## config.mk

```make
export PLATFORM = sky130hd
export DESIGN_NAME = ochr_top
export DESIGN_NICKNAME = d
export VERILOG_FILES = /design/src/rtl/ochr_pkg.sv /design/src/rtl/ochr_ss_if.sv /design/src/rtl/ochr_ramp.sv /design/src/rtl/ochr_top.sv
export SDC_FILE = /design/constraint.sdc
export NUM_CORES = 1
export LEC_CHECK = 0
export BUFFER_PORTS_ARGS = -buffer_cell sky130_fd_sc_hd__buf_2
export CAP_MARGIN = 20
export CORE_ASPECT_RATIO = 2
export CORE_MARGIN = 10
export CORE_UTILIZATION = 40
export DETAILED_ROUTE_END_ITERATION = 7
export GPL_ROUTABILITY_DRIVEN = 0
export SLEW_MARGIN = 15
export SYNTH_ARGS = -nofsm -noshare
export SYNTH_HDL_FRONTEND = slang
export SYNTH_SLANG_ARGS = --single-unit
```

## constraint.sdc

```tcl
create_clock -name clk_in -period 3.1 [get_ports clk_in]
set_input_delay 0.31 -clock clk_in [delete_from_list [all_inputs] [get_ports clk_in]]
set_output_delay 0.31 -clock clk_in [all_outputs]
set_load 0.02 [all_outputs]
```

## src/rtl/ochr_pkg.sv

```systemverilog
// Shared constants, state type and helpers of the overcurrent hiccup retry block
package ochr_pkg;

  // ********************************************************************
  // Clock and timing
  // ********************************************************************
  localparam int CLK_PERIOD_NS  = 10;
  localparam int SS_TIME_NS     = 13600000;
  localparam int SS_STEPS       = 64;
  localparam int SS_STEP_CYC    = SS_TIME_NS / SS_STEPS / CLK_PERIOD_NS;
  localparam int INIT_DELAY_NS  = 6800000;
  localparam int INIT_DELAY_CYC = INIT_DELAY_NS / CLK_PERIOD_NS;
  localparam int BOOT_ON_NS     = 100000;
  localparam int BOOT_ON_CYC    = BOOT_ON_NS / CLK_PERIOD_NS;
  localparam int SW_FREQ_HZ     = 300000;
  localparam int SW_PERIOD_CYC  = 1000000000 / (SW_FREQ_HZ * CLK_PERIOD_NS);
  localparam int LS_MIN_NS      = 425;
  localparam int LS_MIN_CYC     = (LS_MIN_NS + CLK_PERIOD_NS - 1) / CLK_PERIOD_NS;
  localparam int BLANK_NS       = 200;
  localparam int BLANK_CYC      = (BLANK_NS + CLK_PERIOD_NS - 1) / CLK_PERIOD_NS;
  localparam int HICCUP_MIN_NS  = 27200000;
  localparam int HICCUP_MAX_NS  = 40800000;
  localparam int DUMMY_CYCLES   = 2;
  localparam int NARROW_RUN     = 3;

  // ********************************************************************
  // Widths, thresholds and sync bit positions
  // ********************************************************************
  localparam int CNT_W       = 20;
  localparam int OFF_W       = 23;
  localparam int SW_W        = 9;
  localparam int MV_W        = 10;
  localparam int SS_LVL_W    = 7;
  localparam int SYNC_W      = 4;
  localparam int IDX_PWM     = 0;
  localparam int IDX_OC      = 1;
  localparam int IDX_EN_LOW  = 2;
  localparam int IDX_OPEN    = 3;
  localparam logic [MV_W-1:0]     OCP_DET_MAX_MV = 10'd475;
  localparam logic [MV_W-1:0]     OCP_DIS_MV     = 10'd300;
  localparam logic [SS_LVL_W-1:0] SS_FULL        = 7'h40;

  typedef enum logic [2:0] {
    ST_SHUTDOWN,
    ST_INIT_DELAY,
    ST_SAMPLE,
    ST_SOFTSTART,
    ST_REGULATE,
    ST_DUMMY
  } ochr_state_t;

  // Trip level seen at the switch node is twice the resistor drop, clamped
  function automatic logic [MV_W-1:0] ochr_setpoint(input logic [MV_W-1:0] mv);
    logic [MV_W:0] dbl;
    dbl = {mv, 1'b0};
    return (dbl > {1'b0, OCP_DET_MAX_MV}) ? OCP_DET_MAX_MV : dbl[MV_W-1:0];
  endfunction : ochr_setpoint

  function automatic logic [5:0] ochr_sat_inc(input logic [5:0] v, input logic [5:0] lim);
    return (v >= lim) ? lim : 6'(v + 6'h01);
  endfunction : ochr_sat_inc

endpackage : ochr_pkg

```

## src/rtl/ochr_ss_if.sv

```systemverilog
// Link between the sequencer and its soft-start ramp timer
`timescale 1ns/1ps
interface ochr_ss_if;
  import ochr_pkg::*;
  logic                start;
  logic                clear;
  logic                done;
  logic                active;
  logic [SS_LVL_W-1:0] level;
  modport ctrl (output start, output clear, input done, input active, input level);
  modport ramp (input start, input clear, output done, output active, output level);
endinterface : ochr_ss_if

```

## src/rtl/ochr_ramp.sv

```systemverilog
// Digital soft-start ramp, also used as the dummy time-out timer
`timescale 1ns/1ps
module ochr_ramp
  import ochr_pkg::*;
#(
  parameter int unsigned STEP_CYCLES = ochr_pkg::SS_STEP_CYC
) (
  input  wire logic clk_in,
  input  wire logic rst_in,
  ochr_ss_if.ramp   ss
);
  import ochr_pkg::*;

  typedef struct packed {
    logic                active;
    logic [CNT_W-1:0]    cnt;
    logic [SS_LVL_W-1:0] level;
  } ochr_ramp_t;

  localparam logic [CNT_W-1:0]    STEP_LAST = CNT_W'(STEP_CYCLES - 1);
  localparam logic [SS_LVL_W-1:0] LVL_LAST  = SS_FULL - 7'h01;

  ochr_ramp_t st_ff;
  ochr_ramp_t nxt_st;

  // ********************************************************************
  // Ramp steps
  // ********************************************************************
  always_comb begin
    nxt_st      = st_ff;
    if (ss.clear) begin
      nxt_st = '0;
    end else if (ss.start) begin
      nxt_st.active = 1'b1;
      nxt_st.cnt    = '0;
      nxt_st.level  = '0;
    end else if (st_ff.active) begin
      if (st_ff.cnt == STEP_LAST) begin
        nxt_st.cnt   = '0;
        nxt_st.level = st_ff.level + 7'h01;
        if (st_ff.level == LVL_LAST) begin
          nxt_st.active = 1'b0;
        end
      end else begin
        nxt_st.cnt = st_ff.cnt + 20'h00001;
      end
    end
  end

  always_ff @(posedge clk_in) begin
    if (rst_in) begin
      st_ff <= '0;
    end else begin
      st_ff <= nxt_st;
    end
  end

  // Done marks the last cycle of a run, so a back-to-back restart adds no idle cycle
  assign ss.done   = st_ff.active && (st_ff.cnt == STEP_LAST) && (st_ff.level == LVL_LAST);
  assign ss.active = st_ff.active;
  assign ss.level  = st_ff.level;
endmodule : ochr_ramp

```

## src/rtl/ochr_top.sv

```systemverilog
// Overcurrent hiccup retry, enable shutdown and gate housekeeping sequencer
`timescale 1ns/1ps
// What this block does
// - Sampled trip level is double the resistor drop, within 0 to 475 mV.
// - Resistor drop above 0.3 V, or no resistor, disables overcurrent protection.
// - On overcurrent, turn output off and run two soft-start-long delays.
// - After both delays ramp normally; a trip during the ramp returns to delays.
// - A trip in the real ramp starts a fresh pair of delays at once, forever.
// - Whole hiccup period lies between 27.2 ms and 40.8 ms.
// - Overcurrent detection stays active in every soft-start, first start included.
// - With the short gone, the next real ramp completes and regulation resumes.
// - High-side gate on for 100 us forces low-side gate on one switching cycle.
// - Boot refresh still works with protection and pulse stretching disabled.
// - Enable pin below 0.4 V holds shutdown.
// - Three narrow or missing low-side pulses: third stretched to 425 ns.
// - Trip level is not resampled in retries, only after full initialization.
// - Soft-start reference climbs digitally in 64 equal steps.
// - Current sensing starts 200 ns after low-side rise, ends at its fall.
module ochr_top
  import ochr_pkg::*;
#(
  parameter int unsigned SS_STEP_CYCLES    = ochr_pkg::SS_STEP_CYC,
  parameter int unsigned INIT_DELAY_CYCLES = ochr_pkg::INIT_DELAY_CYC,
  parameter int unsigned BOOT_ON_CYCLES    = ochr_pkg::BOOT_ON_CYC
) (
  input  wire logic                          clk_in,
  input  wire logic                          rst_in,
  input  wire logic                          pwm_in,
  input  wire logic                          oc_cmp_in,
  input  wire logic                          en_low_in,
  input  wire logic                          rbsoc_open_in,
  input  wire logic [ochr_pkg::MV_W-1:0]     rbsoc_mv_in,
  output logic                               high_side_gate_out,
  output logic                               low_side_gate_out,
  output logic                               ocp_set_current_source_en_out,
  output logic                               overcurrent_protect_en_out,
  output logic [ochr_pkg::MV_W-1:0]          ocp_set_current_mv_out,
  output logic [ochr_pkg::SS_LVL_W-1:0]      ss_ref_out,
  output logic                               regulating_out,
  output logic                               hiccup_out
);
  import ochr_pkg::*;

  typedef struct packed {
    ochr_state_t         state;
    logic [CNT_W-1:0]    cnt;
    logic                dummy_idx;
    logic [SYNC_W-1:0]   sync1;
    logic [SYNC_W-1:0]   sync2;
    logic [MV_W-1:0]     mv1;
    logic [MV_W-1:0]     mv2;
    logic [MV_W-1:0]     setpoint;
    logic                ocp_en;
    logic                hs;
    logic                ls;
    logic [SW_W-1:0]     sw_cnt;
    logic [5:0]          ls_width;
    logic [5:0]          ls_on;
    logic [1:0]          narrow_cnt;
    logic [5:0]          stretch;
    logic [SW_W-1:0]     refresh;
    logic [CNT_W-1:0]    hs_cnt;
    logic [SS_LVL_W-1:0] ref_lvl;
  } ochr_top_t;

  localparam logic [CNT_W-1:0] INIT_LAST  = CNT_W'(INIT_DELAY_CYCLES - 1);
  localparam logic [CNT_W-1:0] BOOT_LAST  = CNT_W'(BOOT_ON_CYCLES - 1);
  localparam logic [SW_W-1:0]  SW_LAST    = SW_W'(SW_PERIOD_CYC - 1);
  localparam logic [SW_W-1:0]  SW_PERIOD  = SW_W'(SW_PERIOD_CYC);
  localparam logic [5:0]       LS_MIN     = 6'(LS_MIN_CYC);
  localparam logic [5:0]       BLANK      = 6'(BLANK_CYC);
  localparam logic [1:0]       NARROW_ARM = 2'(NARROW_RUN - 2);
  localparam logic [OFF_W-1:0] OFF_LAST   = OFF_W'(DUMMY_CYCLES * SS_STEPS * SS_STEP_CYCLES - 1);

  ochr_top_t   st_ff;
  ochr_top_t   nxt_st;
  ochr_ss_if   ss_link ();
  logic        ss_start;
  logic        ss_clear;
  logic        pwm_s;
  logic        oc_s;
  logic        en_low_s;
  logic        open_s;
  logic        switching;
  logic        gate_en;
  logic        oc_trip;
  logic        sw_tick;
  logic        force_ls;
  logic        boot_fire;
  logic        stretch_fire;

  ochr_ramp #(
    .STEP_CYCLES (SS_STEP_CYCLES)
  ) u_ramp (
    .clk_in (clk_in),
    .rst_in (rst_in),
    .ss     (ss_link.ramp)
  );

  assign ss_link.start = ss_start;
  assign ss_link.clear = ss_clear;

  // Only the second sync stage is looked at
  assign pwm_s     = st_ff.sync2[IDX_PWM];
  assign oc_s      = st_ff.sync2[IDX_OC];
  assign en_low_s  = st_ff.sync2[IDX_EN_LOW];
  assign open_s    = st_ff.sync2[IDX_OPEN];
  assign switching = (st_ff.state == ST_SOFTSTART) || (st_ff.state == ST_REGULATE);
  assign sw_tick   = (st_ff.sw_cnt == SW_LAST);
  assign force_ls  = (st_ff.stretch != '0) || (st_ff.refresh != '0);
  // Window opens after the blanking time so ringing after the edge is ignored
  assign oc_trip   = switching && st_ff.ocp_en && st_ff.ls && (st_ff.ls_on >= BLANK)
                     && oc_s;

  // ********************************************************************
  // Sequencer and gate housekeeping
  // ********************************************************************
  always_comb begin
    nxt_st       = st_ff;
    ss_start     = 1'b0;
    ss_clear     = 1'b0;
    boot_fire    = 1'b0;
    stretch_fire = 1'b0;
    // The resistor drop is static while sampled, so plain two-stage sync is enough
    nxt_st.sync1 = {rbsoc_open_in, en_low_in, oc_cmp_in, pwm_in};
    nxt_st.sync2 = st_ff.sync1;
    nxt_st.mv1   = rbsoc_mv_in;
    nxt_st.mv2   = st_ff.mv1;
    case (st_ff.state)
      ST_SHUTDOWN: begin
        nxt_st.state = ST_INIT_DELAY;
        nxt_st.cnt   = '0;
      end
      ST_INIT_DELAY: begin
        nxt_st.cnt = st_ff.cnt + 20'h00001;
        if (st_ff.cnt == INIT_LAST) begin
          nxt_st.state = ST_SAMPLE;
        end
      end
      ST_SAMPLE: begin
        nxt_st.setpoint = ochr_setpoint(st_ff.mv2);
        nxt_st.ocp_en   = !open_s && (st_ff.mv2 <= OCP_DIS_MV);
        nxt_st.state    = ST_SOFTSTART;
        ss_start        = 1'b1;
      end
      ST_SOFTSTART: begin
        if (oc_trip) begin
          nxt_st.state     = ST_DUMMY;
          nxt_st.dummy_idx = 1'b0;
          ss_start         = 1'b1;
        end else if (ss_link.done) begin
          nxt_st.state = ST_REGULATE;
        end
      end
      ST_REGULATE: begin
        if (oc_trip) begin
          nxt_st.state     = ST_DUMMY;
          nxt_st.dummy_idx = 1'b0;
          ss_start         = 1'b1;
        end
      end
      ST_DUMMY: begin
        if (ss_link.done) begin
          ss_start = 1'b1;
          if (st_ff.dummy_idx) begin
            nxt_st.state = ST_SOFTSTART;
          end else begin
            nxt_st.dummy_idx = 1'b1;
          end
        end
      end
      default: begin
        nxt_st.state = ST_SHUTDOWN;
      end
    endcase
    if (en_low_s) begin
      nxt_st.state = ST_SHUTDOWN;
      ss_start     = 1'b0;
      ss_clear     = 1'b1;
    end

    gate_en       = (nxt_st.state == ST_SOFTSTART) || (nxt_st.state == ST_REGULATE);
    nxt_st.sw_cnt = sw_tick ? '0 : SW_W'(st_ff.sw_cnt + 9'h001);
    nxt_st.ls_on  = st_ff.ls ? ochr_sat_inc(st_ff.ls_on, BLANK) : '0;
    if (sw_tick) begin
      nxt_st.ls_width = '0;
      if (st_ff.ls_width < LS_MIN) begin
        if (st_ff.narrow_cnt == NARROW_ARM) begin
          stretch_fire      = st_ff.ocp_en;
          nxt_st.narrow_cnt = '0;
        end else begin
          nxt_st.narrow_cnt = st_ff.narrow_cnt + 2'h1;
        end
      end else begin
        nxt_st.narrow_cnt = '0;
      end
    end else if (st_ff.ls) begin
      nxt_st.ls_width = ochr_sat_inc(st_ff.ls_width, LS_MIN);
    end
    nxt_st.stretch = stretch_fire ? LS_MIN
                   : (st_ff.stretch != '0) ? st_ff.stretch - 6'h01 : '0;
    // Refresh is independent of the protection enable
    boot_fire      = st_ff.hs && (st_ff.hs_cnt == BOOT_LAST);
    nxt_st.hs_cnt  = (st_ff.hs && !boot_fire) ? st_ff.hs_cnt + 20'h00001 : '0;
    nxt_st.refresh = boot_fire ? SW_PERIOD
                   : (st_ff.refresh != '0) ? st_ff.refresh - 9'h001 : '0;
    nxt_st.hs      = gate_en && pwm_s && !force_ls;
    nxt_st.ls      = gate_en && (!pwm_s || force_ls);
    if (!gate_en) begin
      nxt_st.narrow_cnt = '0;
      nxt_st.stretch    = '0;
      nxt_st.refresh    = '0;
    end
    if (nxt_st.state == ST_REGULATE) begin
      nxt_st.ref_lvl = SS_FULL;
    end else if (nxt_st.state == ST_SOFTSTART && st_ff.state == ST_SOFTSTART
                 && ss_link.active) begin
      nxt_st.ref_lvl = ss_link.level;
    end else begin
      nxt_st.ref_lvl = '0;
    end
  end

  always_ff @(posedge clk_in) begin
    if (rst_in) begin
      st_ff <= '0;
    end else begin
      st_ff <= nxt_st;
    end
  end

  assign high_side_gate_out         = st_ff.hs;
  assign low_side_gate_out          = st_ff.ls;
  assign ocp_set_current_source_en_out         = (st_ff.state == ST_INIT_DELAY) || (st_ff.state == ST_SAMPLE);
  assign overcurrent_protect_en_out = st_ff.ocp_en;
  assign ocp_set_current_mv_out     = st_ff.setpoint;
  assign ss_ref_out                 = st_ff.ref_lvl;
  assign regulating_out             = (st_ff.state == ST_REGULATE);
  assign hiccup_out                 = (st_ff.state == ST_DUMMY);

  // ********************************************************************
  // Checks
  // ********************************************************************
  logic [OFF_W-1:0] off_cnt_ff;
  always_ff @(posedge clk_in) begin
    if (rst_in || st_ff.state != ST_DUMMY) begin
      off_cnt_ff <= '0;
    end else begin
      off_cnt_ff <= off_cnt_ff + 23'h000001;
    end
  end
endmodule : ochr_top

```

==> results.toml <==
[synth]
synth_common_cells = "dfxtp_1, nor2_1, nand2_1"
async_reset_ff_share_pct = 0
synth_area_um2 = 6790
synth_cells = 781
synth_edf_count = 0
ys_top_cells_by_area = "dfxtp_1, nor2_1, xor2_1, xnor2_1, nand2_1"
syn-num-nets = 810
netlist.area_leader.share_pct = 46.6
avgSynthCellArea_um2 = 8.70
yosys_register_bits = 158
synth_seq_area_share_pct = 46.6
yosysWarnings = 0
yosysUniqueCellTypes = 63
yosysTopAreaCell = "dfxtp_1"
synth.most_common_cell = "dfxtp_1"
synthFlopType = "dfxtp_1"

[timing]
fin_ws_ns = 0.615
finalCritPeriodShare_pct = 80.2
rsz0062_at_grt = "false"
clock_skew_ns = 0.0109
hold_viol = 0
worst_hold_slack_ns = 0.0832
tightest_slew_ns = 0.907
setup-violations-final = 0
slew_violations = 0
slew_headroom_pct = 39.0
fin_crit_ns = 2.49
tns_ns = 0
max_freq_mhz = 402

[clock_network]
cts_root_buffer = "clkbuf_16"
postCtsSetupBuffers = 0
path_clk_slew_ns = 0.07
cts_resized = 0
cts_sinks = 158
postCtsHoldBufs = 0
clk-insertion-delay-late_ns = 0.43
cts_buffer_depth = 2
numCtsBuffers = 17
h-tree-depth = 4
cts_tree = "yes"

[layout]
postLayoutCoreUtil_pct = 45.4
nets = 833
fin_cells = 1024
final_layout_size_suffix_gt1_share_pct = 12.2
area_growth_pct = 12.1
design_area_um2 = 7610
n_antenna_cell = 0

[power]
combPwrFrac_pct = 2.5
worst_ir_drop_vdd_v = 0.000316
internal_power_mw = 3.17
p_seq_share_pct = 49.8
pwr-share-clk_pct = 47.7
p_sw_share_pct = 23.8
p_leak_nw = 2.89
p_total_mw = 4.16
p_per_area_nw_per_um2 = 546
power.switching_mw = 0.989

[die]
die-area_um2 = 22900
die_x_um = 112
initial_core_util_pct = 40.5
die_y_um = 204
ios = 39
rows = 67
core_area_um2 = 16800

[run_status]
status = "finished, final reports clean"

[global_routing]
met3_usage_pct = 3.50
grt_first_pass_wirelength_um = 24500
grt_use_met2_pct = 24.3
grt-ovfl-total = 0
grt_usage_pct = 12.8
grt_max_degree = 40
gr-max-usage-layer = "met2"
antenna_found_initial = 0
grt_pass1_vias = 5190
gr-usage-met1_pct = 12.5

[place]
dp.cells = 992
port_buffers = 38
post-place-ws_ns = 0.605
place_area_um2 = 7050
dp_hpwl_um = 10300

[routing]
wl_um = 14100
vias = 5173
dr.pass1.iters = 6
drt-wirelength-per-cell_um = 13.7
drt_iter0_drc = 173
antenna_left = 0
vias_per_cell = 5.05
drc = 0

[run]
drv_cap = 0

[setup_path]
critPathMaxFanout = 19
worst_setup_path_start_kind = "flip-flop"
cp_data_arrival_time_ns = 2.82
endpoint_kind = "flip-flop"
crit_type = "flip-flop to flip-flop"
worstPathRequired_ns = 3.43

[worst_hold_path]
hp-class = "primary input to flip-flop"
power by group through the flow:
stage	clock, mW	sequential, mW	combinational [mW]
3_5_place_dp	0	2.12	0.105
2_1_floorplan	0	2.11	0.0774
5_1_grt	2.12	2.07	0.117
6_report	1.98	2.07	0.103
3_3_place_gp	0	2.12	0.105
4_1_cts	2.04	2.07	0.106
kinds of logic after synthesis:
kind of cell | share of synthesized area, %
adders and majority gates | 2.39
xor gates and xnor gates | 9.15
and+or+nand+nor | 29.5
other | 0.0552
muxes | 0.313
buffers and inverters | 4.82
AOI/OAI and AO/OA | 7.16
DFF | 46.6
routing by layer:
metal  part of all wire [%]  wire, um
met1                     40      5600
met2                     56      7850
met3                    2.6       362
met4                    1.8       258
met5                      0         0
flip-flops by register name, indices dropped and copies added, names as in the netlist, 7 cells and up:
| signal | count |
|---|---|
| u_ramp.ss.level | 7 |
| ocp_set_current_mv_out | 10 |
| ss_ref_out | 7 |
| nxt_st | 14 |
| st_ff | 92 |
| u_ramp.st_ff | 20 |
placed cells by master, fill, tap and decap left out, types with 17 or more instances in the layout:
| cell | count |
|---|---|
| buf_2 | 38 |
| xnor2_1 | 25 |
| nand2_1 | 55 |
| nand4_1 | 20 |
| inv_1 | 18 |
| o21ai_0 | 23 |
| nor2_1 | 135 |
| clkbuf_16 | 17 |
| xor2_1 | 46 |
| nor3_1 | 39 |
| a21oi_1 | 24 |
| dfxtp_1 | 158 |
| nand3_1 | 38 |
| nor2b_1 | 30 |
final timing paths:
check,from,end,slack [ns],depth (start not counted)
max reg2reg,u_ramp.ss.level[0],st_ff[42],0.61,8
max,u_ramp.ss.level[0],st_ff[42],0.61,8
min reg2reg,nxt_st[85],st_ff[85],0.43,1
min,en_low_in,nxt_st[100],0.08,2
layout make-up:
cell class | instances | area (um^2)
well taps | 207 | 259
multi-input cells | 562 | 3310
clock inverters | 14 | 123
flip-flops and latches | 158 | 3160
clock buffers | 18 | 439
fillers | 1699 | 9150
inverters | 19 | 71.3
repair buffers | 46 | 250
critical path, cell delays in order (launching register included):
cell      delay (ns)
dfxtp_1         0.39
ha_1            0.22
nand4_2         0.15
or3_4           0.40
nor4_4          0.42
a31o_2          0.27
a211oi_4        0.04
buf_4           0.21
nor4_1          0.28
(Power assumes the default switching activity.)
